$ cat config.mk
export PLATFORM = sky130hd
export DESIGN_NAME = sdmc_top
export DESIGN_NICKNAME = d
export VERILOG_FILES = /design/src/hdl/sdmc_pkg.sv /design/src/hdl/sdmc_top.sv
export VERILOG_INCLUDE_DIRS = /design/src /design/src/hdl
export SDC_FILE = /design/constraint.sdc
export NUM_CORES = 1
export LEC_CHECK = 0
export BUFFER_PORTS_ARGS = -buffer_cell sky130_fd_sc_hd__buf_2
export CORE_ASPECT_RATIO = 1.75
export CORE_MARGIN = 3
export CORE_UTILIZATION = 35
export DETAILED_ROUTE_END_ITERATION = 16
export GPL_ROUTABILITY_DRIVEN = 0
export HOLD_SLACK_MARGIN = 0.06
export SYNTH_ARGS = -nofsm -noshare
export SYNTH_HDL_FRONTEND = slang
export SYNTH_SLANG_ARGS = --single-unit
$ cat constraint.sdc
create_clock -name core_clk -period 2.1 [get_ports core_clk]
set_input_delay 0.105 -clock core_clk [delete_from_list [all_inputs] [get_ports core_clk]]
set_output_delay 0.105 -clock core_clk [all_outputs]
set_load 0.03 [all_outputs]
$ cat src/hdl/sdmc_map.svh
// Purpose: Constants for the sensor diagnostics and mode control block
// Assumes: core_clk at 40 MHz (25 ns)
// Notes:   Times kept in their own units; cycle counts derived from them
`ifndef SDMC_MAP_SVH
`define SDMC_MAP_SVH

`define SDMC_CLK_HZ          40000000
// Times as printed
`define SDMC_CMD_WIN_US      3000
`define SDMC_SIG_LIMIT_US    10000
`define SDMC_BRIDGE_LIMIT_US 2000
`define SDMC_SHORT_PULL_US   4
`define SDMC_RECOVER_US      480
// Cycle counts: least times round up, longest round down
`define SDMC_CMD_WIN_CYC     ((`SDMC_CMD_WIN_US * (`SDMC_CLK_HZ / 1000000)))
`define SDMC_SIG_LIMIT_CYC   ((`SDMC_SIG_LIMIT_US * (`SDMC_CLK_HZ / 1000000)))
// Scaled through kHz so the products stay inside 32 bits
`define SDMC_SHORT_PULL_CYC  ((`SDMC_SHORT_PULL_US * (`SDMC_CLK_HZ / 1000) + 999) / 1000)
`define SDMC_RECOVER_CYC     ((`SDMC_RECOVER_US * (`SDMC_CLK_HZ / 1000) + 999) / 1000)
// Lock field values
`define SDMC_LOCK_A          3'h3
`define SDMC_LOCK_B          3'h6
// Output mode codes
`define SDMC_OUT_RATIO       2'h0
`define SDMC_OUT_DIGITAL     2'h1
`define SDMC_OUT_ABS         2'h2
// Diagnostic level codes
`define SDMC_DIAG_NONE       2'h0
`define SDMC_DIAG_LOW        2'h1
`define SDMC_DIAG_HIGH       2'h2
// Signature seed and feedback taps
`define SDMC_SIG_SEED        8'hff
`define SDMC_SIG_TAPS        8'h1d

`endif

$ cat src/hdl/sdmc_pkg.sv
// Purpose: Types for the sensor diagnostics and mode control block
// Assumes: Nothing beyond the map header
// Notes:   States only; numbers live in sdmc_map.svh
package sdmc_pkg;
    typedef enum logic [2:0] {
        SDMC_MODE_SIGCHK,
        SDMC_MODE_WINDOW,
        SDMC_MODE_NORMAL,
        SDMC_MODE_COMMAND,
        SDMC_MODE_RAW
    } sdmc_mode_t;

    typedef enum logic [1:0] {
        SDMC_BR_IDLE,
        SDMC_BR_PULL,
        SDMC_BR_RECOVER
    } sdmc_bridge_t;
endpackage

$ cat src/hdl/sdmc_top.sv
// Purpose: Start-up mode sequencing and fault monitoring for a bridge sensor conditioner
// Assumes: Memory words are read one per cycle; comparators and frame coder sit outside
// Notes:   All outputs registered; comparators pass a three-flop filter, other inputs are used unsynchronised
//
// Summary of operation
// - Ratiometric analog output signals faults below 2.5% or above 97.5% supply.
// - Digital output signals faults with a deliberately wrong parity bit.
// - Absolute low-voltage analog mode reports no diagnostic states.
// - Calibration memory carries an 8-bit LFSR signature, renewed on each change.
// - After reset recompute signature; mismatch gives lower level within 10 ms.
// - Lock field 011 or 110 kills charge pump and all further writes.
// - Four comparators keep both bridge inputs between 0.8 V and 0.85 supply.
// - Each bridge input has a switched path to ground for floating detection (code holds one bridge_discharge_en at 1).
// - Supply, open or short bridge faults give upper level within 2 ms.
// - With short check on, pull positive input low 4 us after measurement.
// - If negative input also fell below 0.8 V then, declare a short.
// - Allow at least 480 us bridge recovery before the next measurement.
// - Power or ground loss diagnosis works only in analog output mode.
// - Listen 3 ms after power-on for the command-mode entry command.
// - Without entry, run normal operation with output form from configuration.
// - Command mode entered only inside the window and held until a raw-mode command.
// - Raw-mode command from command mode streams uncorrected values in order.
// - Raw mode is left only by power removal.
// - Faults reach the output only when diagnostics are enabled.
// - Pin pull-up on during digital output mode and the command window.
`timescale 1ns/1ps
`include "sdmc_map.svh"

module sdmc_top
    import sdmc_pkg::*;
#(
    parameter int MEM_WORDS      = 16,
    parameter int CMD_WIN_CYC    = `SDMC_CMD_WIN_CYC,
    parameter int SIG_LIMIT_CYC  = `SDMC_SIG_LIMIT_CYC
) (
    input  wire logic        core_clk,
    input  wire logic        rst,
    // Calibration memory read port and configuration
    output logic [3:0]       mem_rd_addr,
    input  wire logic [7:0]  mem_rd_data,
    input  wire logic [7:0]  stored_signature,
    input  wire logic [2:0]  lock_field,
    input  wire logic [1:0]  out_mode_cfg,
    input  wire logic        diag_enable_cfg,
    input  wire logic        short_check_cfg,
    // Memory write requests from the command path
    input  wire logic        mem_wr_req,
    output logic             mem_wr_grant,
    output logic             charge_pump_en,
    output logic             sig_regen_req,
    // Commands decoded from the one-wire pin
    input  wire logic        enter_command_mode_cmd,
    input  wire logic        enter_raw_mode_cmd,
    // Bridge comparators (asynchronous)
    input  wire logic        bp_below_low,
    input  wire logic        bp_above_high,
    input  wire logic        bn_below_low,
    input  wire logic        bn_above_high,
    input  wire logic        meas_done,
    output logic             meas_allow,
    output logic             bp_pull_low,
    output logic             bridge_discharge_en,
    // Mode and output
    output logic             normal_operation_mode,
    output logic             command_mode_state,
    output logic             raw_mode_state,
    output logic [1:0]       diag_level,
    output logic             parity_invert,
    output logic             pin_pullup_en
);

    // ==========================================================
    // Comparator synchronisers
    // ==========================================================
    logic [3:0] cmp_s1_q;
    logic [3:0] cmp_s2_q;
    logic [3:0] cmp_s3_q;
    logic [3:0] cmp_q;

    always_ff @(posedge core_clk) begin
        if (rst) begin
            cmp_s1_q <= 4'h0;
            cmp_s2_q <= 4'h0;
            cmp_s3_q <= 4'h0;
            cmp_q    <= 4'h0;
        end else begin
            cmp_s1_q <= {bn_above_high, bn_below_low, bp_above_high, bp_below_low};
            cmp_s2_q <= cmp_s1_q;
            cmp_s3_q <= cmp_s2_q;
            for (int i = 0; i < 4; i++) begin
                if (cmp_s2_q[i] == cmp_s3_q[i]) begin
                    cmp_q[i] <= cmp_s3_q[i];
                end
            end
        end
    end

    logic bp_low;
    logic bn_low;
    logic range_fault;
    assign bp_low      = cmp_q[0];
    assign bn_low      = cmp_q[2];
    assign range_fault = |cmp_q;

    // ==========================================================
    // Signature check after reset
    // ==========================================================
    localparam int CNT_W = $clog2(CMD_WIN_CYC + SIG_LIMIT_CYC + 2);

    sdmc_mode_t mode_q;
    logic [CNT_W-1:0] win_cnt_q;
    logic [4:0]       sig_idx_q;
    logic [7:0]       sig_q;
    logic             sig_done_q;
    logic             sig_fail_q;
    logic [7:0]       sig_next;

    always_comb begin
        sig_next = {sig_q[6:0], 1'b0} ^ mem_rd_data;
        if (sig_q[7]) begin
            sig_next = sig_next ^ `SDMC_SIG_TAPS;
        end
    end

    always_ff @(posedge core_clk) begin
        if (rst) begin
            sig_idx_q  <= 5'h00;
            sig_q      <= `SDMC_SIG_SEED;
            sig_done_q <= 1'b0;
            sig_fail_q <= 1'b0;
        end else if (!sig_done_q) begin
            sig_q     <= sig_next;
            sig_idx_q <= sig_idx_q + 5'h01;
            if (sig_idx_q == 5'(MEM_WORDS - 1)) begin
                sig_done_q <= 1'b1;
                sig_fail_q <= (sig_next != stored_signature);
            end
        end
    end

    always_ff @(posedge core_clk) begin
        if (rst) begin
            mem_rd_addr <= 4'h0;
        end else begin
            mem_rd_addr <= 4'(sig_idx_q + 5'h01);
        end
    end

    // ==========================================================
    // Memory write lock
    // ==========================================================
    logic locked;
    assign locked = (lock_field == `SDMC_LOCK_A) || (lock_field == `SDMC_LOCK_B);

    always_ff @(posedge core_clk) begin
        if (rst) begin
            mem_wr_grant   <= 1'b0;
            charge_pump_en <= 1'b0;
            sig_regen_req  <= 1'b0;
        end else begin
            mem_wr_grant   <= mem_wr_req && !locked && command_mode_state;
            charge_pump_en <= mem_wr_req && !locked && command_mode_state;
            sig_regen_req  <= mem_wr_grant;
        end
    end

    // ==========================================================
    // Start-up mode sequencing
    // ==========================================================
    logic in_window;
    assign in_window = (mode_q == SDMC_MODE_SIGCHK) || (mode_q == SDMC_MODE_WINDOW);

    always_ff @(posedge core_clk) begin
        if (rst) begin
            mode_q    <= SDMC_MODE_SIGCHK;
            win_cnt_q <= '0;
        end else begin
            if (in_window) begin
                win_cnt_q <= win_cnt_q + 1'b1;
            end
            case (mode_q)
                SDMC_MODE_SIGCHK, SDMC_MODE_WINDOW: begin
                    if (enter_command_mode_cmd) begin
                        mode_q <= SDMC_MODE_COMMAND;
                    end else if (win_cnt_q >= CNT_W'(CMD_WIN_CYC - 1) && sig_done_q) begin
                        mode_q <= SDMC_MODE_NORMAL;
                    end else if (sig_done_q) begin
                        mode_q <= SDMC_MODE_WINDOW;
                    end
                end
                SDMC_MODE_COMMAND: begin
                    if (enter_raw_mode_cmd) begin
                        mode_q <= SDMC_MODE_RAW;
                    end
                end
                SDMC_MODE_NORMAL: begin
                    mode_q <= SDMC_MODE_NORMAL;
                end
                SDMC_MODE_RAW: begin
                    mode_q <= SDMC_MODE_RAW;
                end
                default: begin
                    mode_q <= SDMC_MODE_SIGCHK;
                end
            endcase
        end
    end

    always_ff @(posedge core_clk) begin
        if (rst) begin
            normal_operation_mode <= 1'b0;
            command_mode_state    <= 1'b0;
            raw_mode_state        <= 1'b0;
            pin_pullup_en         <= 1'b1;
        end else begin
            normal_operation_mode <= (mode_q == SDMC_MODE_NORMAL);
            command_mode_state    <= (mode_q == SDMC_MODE_COMMAND);
            raw_mode_state        <= (mode_q == SDMC_MODE_RAW);
            pin_pullup_en         <= in_window || (mode_q == SDMC_MODE_COMMAND)
                                     || (out_mode_cfg == `SDMC_OUT_DIGITAL)
                                     || (mode_q == SDMC_MODE_RAW);
        end
    end

    // ==========================================================
    // Bridge short check and recovery
    // ==========================================================
    localparam int BR_W = $clog2(`SDMC_RECOVER_CYC + 2);

    sdmc_bridge_t    br_q;
    logic [BR_W-1:0] br_cnt_q;
    logic            short_fault_q;
    logic            range_fault_q;

    always_ff @(posedge core_clk) begin
        if (rst) begin
            br_q          <= SDMC_BR_IDLE;
            br_cnt_q      <= '0;
            short_fault_q <= 1'b0;
        end else begin
            case (br_q)
                SDMC_BR_IDLE: begin
                    br_cnt_q <= '0;
                    if (meas_done && short_check_cfg) begin
                        br_q <= SDMC_BR_PULL;
                    end
                end
                SDMC_BR_PULL: begin
                    br_cnt_q <= br_cnt_q + 1'b1;
                    if (br_cnt_q == BR_W'(`SDMC_SHORT_PULL_CYC - 1)) begin
                        short_fault_q <= bp_low && bn_low;
                        br_cnt_q      <= '0;
                        br_q          <= SDMC_BR_RECOVER;
                    end
                end
                SDMC_BR_RECOVER: begin
                    br_cnt_q <= br_cnt_q + 1'b1;
                    if (br_cnt_q == BR_W'(`SDMC_RECOVER_CYC - 1)) begin
                        br_q <= SDMC_BR_IDLE;
                    end
                end
                default: begin
                    br_q <= SDMC_BR_IDLE;
                end
            endcase
        end
    end

    // Range faults are sampled once per conversion, outside the forced pull-down
    always_ff @(posedge core_clk) begin
        if (rst) begin
            range_fault_q <= 1'b0;
        end else if (meas_done) begin
            range_fault_q <= range_fault;
        end
    end

    always_ff @(posedge core_clk) begin
        if (rst) begin
            bp_pull_low         <= 1'b0;
            meas_allow          <= 1'b0;
            bridge_discharge_en <= 1'b0;
        end else begin
            bp_pull_low         <= (br_q == SDMC_BR_PULL);
            meas_allow          <= (br_q == SDMC_BR_IDLE) && !meas_done;
            bridge_discharge_en <= 1'b1;
        end
    end

    // ==========================================================
    // Diagnostic output
    // ==========================================================
    logic upper_fault;
    logic lower_fault;
    logic report;
    assign upper_fault = range_fault_q || short_fault_q;
    assign lower_fault = sig_done_q && sig_fail_q;
    assign report      = diag_enable_cfg && (out_mode_cfg != `SDMC_OUT_ABS)
                         && (mode_q == SDMC_MODE_NORMAL);

    always_ff @(posedge core_clk) begin
        if (rst) begin
            diag_level    <= `SDMC_DIAG_NONE;
            parity_invert <= 1'b0;
        end else begin
            diag_level    <= `SDMC_DIAG_NONE;
            parity_invert <= 1'b0;
            if (report && (lower_fault || upper_fault)) begin
                if (out_mode_cfg == `SDMC_OUT_DIGITAL) begin
                    parity_invert <= 1'b1;
                end else if (lower_fault) begin
                    diag_level <= `SDMC_DIAG_LOW;
                end else begin
                    diag_level <= `SDMC_DIAG_HIGH;
                end
            end
        end
    end

endmodule

## Yosys cells after proc, flatten, opt, wreduce, memory -nomap -nowiden

Cells that the tools add are included.

- $add $sub $neg: 3
- Bitwise logic cells: 4
- Reductions and logical operators: 30
- Order comparisons: 1
- Equal/unequal tests: 23
- Muxes and demuxes: 17

Operator list:

| kind | count |
|---|---|
| 15-bit one-hot mux with 3 select lines | 1 |
| 19-bit by 1-bit adder with 19-bit output (second input constant) | 1 |
| 19-bit by 17-bit greater-or-equal comparator with 1-bit output (second input constant) | 1 |
| 15-bit by 1-bit adder with 15-bit output (second input constant) | 1 |
| 15-bit equality test (second input constant) | 1 |
| 15-bit by 8-bit equality test with 1-bit output (second input constant) | 1 |
| 15-bit two-way mux | 1 |
| 3-bit two-way mux | 4 |
| 3-bit one-hot mux with 4 select lines | 1 |
| 1-bit logical AND | 10 |
| 2-bit inequality test (second input constant) | 5 |
| 3-bit by 2-bit equality test with 1-bit output (second input constant) | 3 |
| 2-bit two-way mux | 4 |
| 8-bit inequality test | 1 |
| 8-bit XOR | 1 |
| 1-bit logical OR | 7 |
| 3-bit equality test (second input constant) | 2 |
| 2-bit one-hot mux with 3 select lines | 1 |
| 2-bit AND reduction | 3 |
| 5-bit by 1-bit adder with 5-bit output (second input constant) | 1 |
| 5-bit by 4-bit equality test with 1-bit output (second input constant) | 1 |
| 5-bit two-way mux | 1 |
| 1-bit equality test | 4 |
| 2-bit by 1-bit equality test with 1-bit output (second input constant) | 2 |
| 14 further kinds | 20 |

- Logic and storage cells: 107
- Output and inout bits: 17
- Bits in registers: 88

## Longest topological paths before layout

- Word-level depth: 6
- Gate-level depth with buffers: 7

## Least setup slack after synthesis

Ideal clock, no wire load.

- Kind: reg-to-reg
- Start point: register br_cnt_q[0]
- End point: register br_cnt_q[12]
- Library setup time: 0.132 ns
- Path buffers: 0
- Stages on the path, launching flop included: 7
- Data required time: 1.968 ns
- Slack: 0.162 ns
- Arrival time: 1.806 ns
- Period minus slack after synthesis: 1.938 ns
- Cells stage by stage: dfxtp_1 > ha_1 > nand4_2 > o41ai_4 > a21oi_2 > or4b_1 > a21oi_1

- Longest elaborated chain between the ends: 3

RTL lines:

| element | RTL line | source |
|---|---|---|
| from (decl) | sdmc_top.sv:231 | `logic [BR_W-1:0] br_cnt_q;` |
| from (signal assigned) | sdmc_top.sv:249 | `br_cnt_q <= br_cnt_q + 1'b1;` |
| from (signal assigned) | sdmc_top.sv:257 | `br_cnt_q <= br_cnt_q + 1'b1;` |
| 15-bit by 1-bit adder with 15-bit output or 15-bit by 8-bit equality test with 1-bit output (tied branches) | sdmc_top.sv:249, sdmc_top.sv:257, sdmc_top.sv:250 |  |
| 15-bit two-way mux | sdmc_top.sv:250 | `` if (br_cnt_q == BR_W'(`SDMC_SHORT_PULL_CYC - 1)) begin `` |
| 15-bit one-hot mux with 3 select lines (*) | sdmc_top.sv:241 | `case (br_q)` |

Mark *: on every way between the ends. The rest lies on a longest branch, timed or not.
A chain may end at the register's enable or synchronous reset.

## Final worst setup path

- Start point: register br_q[1]
- End point: register br_cnt_q[7]

- Longest elaborated chain between the ends: 2

RTL lines:

| element | RTL line | source |
|---|---|---|
| from (decl) | sdmc_top.sv:230 | `sdmc_bridge_t br_q;` |
| from (signal assigned) | sdmc_top.sv:237 | `br_q <= SDMC_BR_IDLE;` |
| from (signal assigned) | sdmc_top.sv:245 | `br_q <= SDMC_BR_PULL;` |
| from (signal assigned) | sdmc_top.sv:253 | `br_q <= SDMC_BR_RECOVER;` |
| 2-bit equality test (tied with other cells) | sdmc_top.sv:241 |  |
| 15-bit one-hot mux with 3 select lines or 3-bit nonzero test (tied branches) | n/a |  |

Several ways; a longest one is shown, not always the timed one.

==> flow_summary.json <==
{
  "drc": 0,
  "synth.distinct_cells": 52,
  "fin_skew_ps": 5.27,
  "postRouteAntennaNets": 0,
  "hold_slack_ps": 69.7,
  "via_per_inst": 5.18,
  "grt_usage_pct": 14.9,
  "die_h_microns": 147,
  "fillerInstances": 1107,
  "worst_r2r_startpoint": "br_q[1]",
  "post-place-ws_ps": 49.6,
  "drive_gt1_share_pct": 18.1,
  "min_period_ps": 1990,
  "synth_top_area_share_pct": 44.3,
  "cp.required_ps": 2370,
  "start_util_pct": 36.5,
  "htreeDepth": 3,
  "max_freq_mhz": 502,
  "power.density_mw_per_mm2": 803,
  "die_w_microns": 86.6,
  "coreArea_sq_mm": 0.0109,
  "startpoint_type": "flop",
  "final_common_cell": "dfxtp_1",
  "ios": 50,
  "gr-total-overflow": 0,
  "syn_to_final_growth_pct": 22.4,
  "ff_latch_area_sq_mm": 0.00176,
  "multiInputGateArea_sq_mm": 0.00210,
  "tightest_slew_ps": 477,
  "postSynthCellCount": 457,
  "fin_ws_ps": 110,
  "grt_first_pass_wirelength_microns": 15200,
  "cap_violations": 0,
  "synthTopCellsByArea": "dfxtp_1 44%, xnor2_1 5.7%, nor2_1 4.6%",
  "setup_viol": 0,
  "synth_top_area_cell": "dfxtp_1",
  "hp-class": "input port to flop",
  "r2r_end": "br_cnt_q[7]",
  "grt_pass1_vias": 3293,
  "cts_inserted_buffers": 9,
  "hpwl_microns": 6640,
  "cts.sinks": 88,
  "tns_ps": 0,
  "hold_path_end": "parity_invert",
  "cts_tree": "yes",
  "most-common-layout-cells": "88 x dfxtp_1, 49 x nor2_1, 49 x buf_2",
  "syn-mean-instance-area_sq_um": 8.70,
  "clk_latency_ps": 340,
  "portBuffers": 49,
  "syn-num-nets": 498,
  "end_kind": "flop",
  "ys_seq_area_share_pct": 44.3,
  "crit_type": "flop to flop",
  "clk_pin_slew_ps": 60,
  "antenna_cells": 0,
  "rsz0062_at_grt": "false",
  "async_reset_ff_share_pct": 0,
  "first_iter_violations": 129,
  "outcome": "finished clean",
  "clockBufferDepth": 2,
  "route.vias.total": 3417,
  "r2r_slack_ps": 110,
  "nets": 566,
  "final_core_util_pct": 44.7,
  "min_from": "out_mode_cfg[0]",
  "finalCritPeriodShare_pct": 94.8,
  "slew_viol_final": 0,
  "relSlewSlack_pct": 67.4,
  "vdd_drop_max_mv": 0.424,
  "grt_max_degree": 36,
  "antenna_found_initial": 0,
  "synth_edf_count": 0,
  "dr.pass1.iters": 4,
  "crit_arrival_ps": 2260,
  "row_count": 50,
  "worstPathMaxFanout": 7,
  "ys_warn_count": 0,
  "whs_path_depth": 3,
  "wl_microns": 8980,
  "hold_viol": 0,
  "drt-wirelength-per-cell_microns": 13.6,
  "leakage_nw": 1.84,
  "root_buffer": "clkbuf_16",
  "die-area_sq_mm": 0.0127,
  "r2r_cells": 7,
  "synth_seq_cells": 88,
  "synth_flop_cell": "dfxtp_1",
  "syn_area_sq_mm": 0.00398
}
## cell usage after synthesis, types with 3 or more instances
master	number
xnor2_1	26
mux2i_1	5
dfxtp_1	88
and3_1	3
a21o_1	3
nor2b_1	23
a21oi_1	21
o21ai_0	17
clkbuf_1	11
xor2_1	16
buf_1	7
nor2_1	49
inv_1	17
nor4_1	8
a31oi_1	4
o211ai_1	5
nand4_1	10
nor3b_1	3
o21ai_1	6
o32ai_1	3
a211oi_1	7
or3_1	7
nand3_1	12
or4b_1	4
nand2b_1	3
and2_1	5
a221oi_1	3
ha_1	8
nor3_1	11
nand2_1	46
## power by group
group          leakage, nW  internal (W)  switching [W]
sequential           0.717       0.00174      0.0000646
combinational        0.965      0.000219       0.000253
clock                0.153      0.000989       0.000642
total                 1.84       0.00295       0.000959
## layer usage
metal | up-vias | GRT usage [%] | part of all wire, %
met2 | 68 | 25.0 | 51
met4 | 0 | 8.19 | 3.1
met3 | 22 | 3.09 | 3.8
li1 | 1726 | - | -
met1 | 1601 | 17.3 | 42
met5 | - | 0 | 0
## registers in the layout, indices dropped and copies added (netlist names), 2 cells and up
signal / flops
mode_q: 3
cmp_s3_q: 4
cmp_s2_q: 4
cmp_s1_q: 4
sig_idx_q: 5
br_q: 2
mem_rd_addr: 4
win_cnt_q: 19
br_cnt_q: 15
diag_level: 2
sig_q: 8
cmp_q: 4
## logic make-up after synthesis
logic type / share of synthesized area, %
AO/OA/AOI/OAI: 13.7
XOR/XNOR: 9.25
adder cells (fa/ha/maj): 2.52
buffers and inverters: 3.49
flip-flops: 44.3
multiplexers: 1.26
AND/OR/NAND/NOR: 25.5
## worst max-delay path by stage
stage / from / end / slack, ps / cells after the start
finish: br_q[1] / br_cnt_q[7] / 110 / 7
global route: br_q[1] / br_cnt_q[6] / 10 / 6
CTS: br_q[1] / br_cnt_q[11] / 30 / 6
detailed placement: br_q[1] / br_cnt_q[12] / 50 / 6
global placement: br_cnt_q[0] / br_q[0] / 70 / 7
floorplan: br_cnt_q[0] / br_cnt_q[12] / 160 / 6
## worst max-delay path, stage by stage, from the launching register on
cell and delay [ps]:
dfxtp_1 350, inv_1 100, ha_2 260, o41ai_4 100
buf_4 170, a2111o_2 540, or3_1 330, o21ai_1 70
## metrics by stage
stage / instances / power [W] / instance area, sq um
after floorplan: 457 / 0.00215 / 3980
after global placement: 634 / 0.00228 / 4440
after detailed placement: 634 / 0.00229 / 4440
after CTS: 659 / 0.00394 / 4840
after global routing: 660 / 0.00409 / 4870
final: 660 / 0.00391 / 4870
## cell type report
cell class	instances	share of cell area (%)
Sequential cell	88	36.2
Timing Repair Buffer	76	9.66
Clock inverter	4	1.08
Inverter	17	1.31
Multi-Input combinational cell	333	43.2
Tap cell	130	3.34
Clock buffer	12	5.27
## what timing repair did
| action | CTS | global route |
|---|---|---|
| setup endpoints to repair | 0 | 12 |
| hold buffers | 9 | 0 |
| setup buffers | 0 | 1 |
| gates resized for setup | 0 | 5 |
| endpoints found under the hold margin | 8 | 0 |
Note: power is estimated with default switching activity, not from simulation.
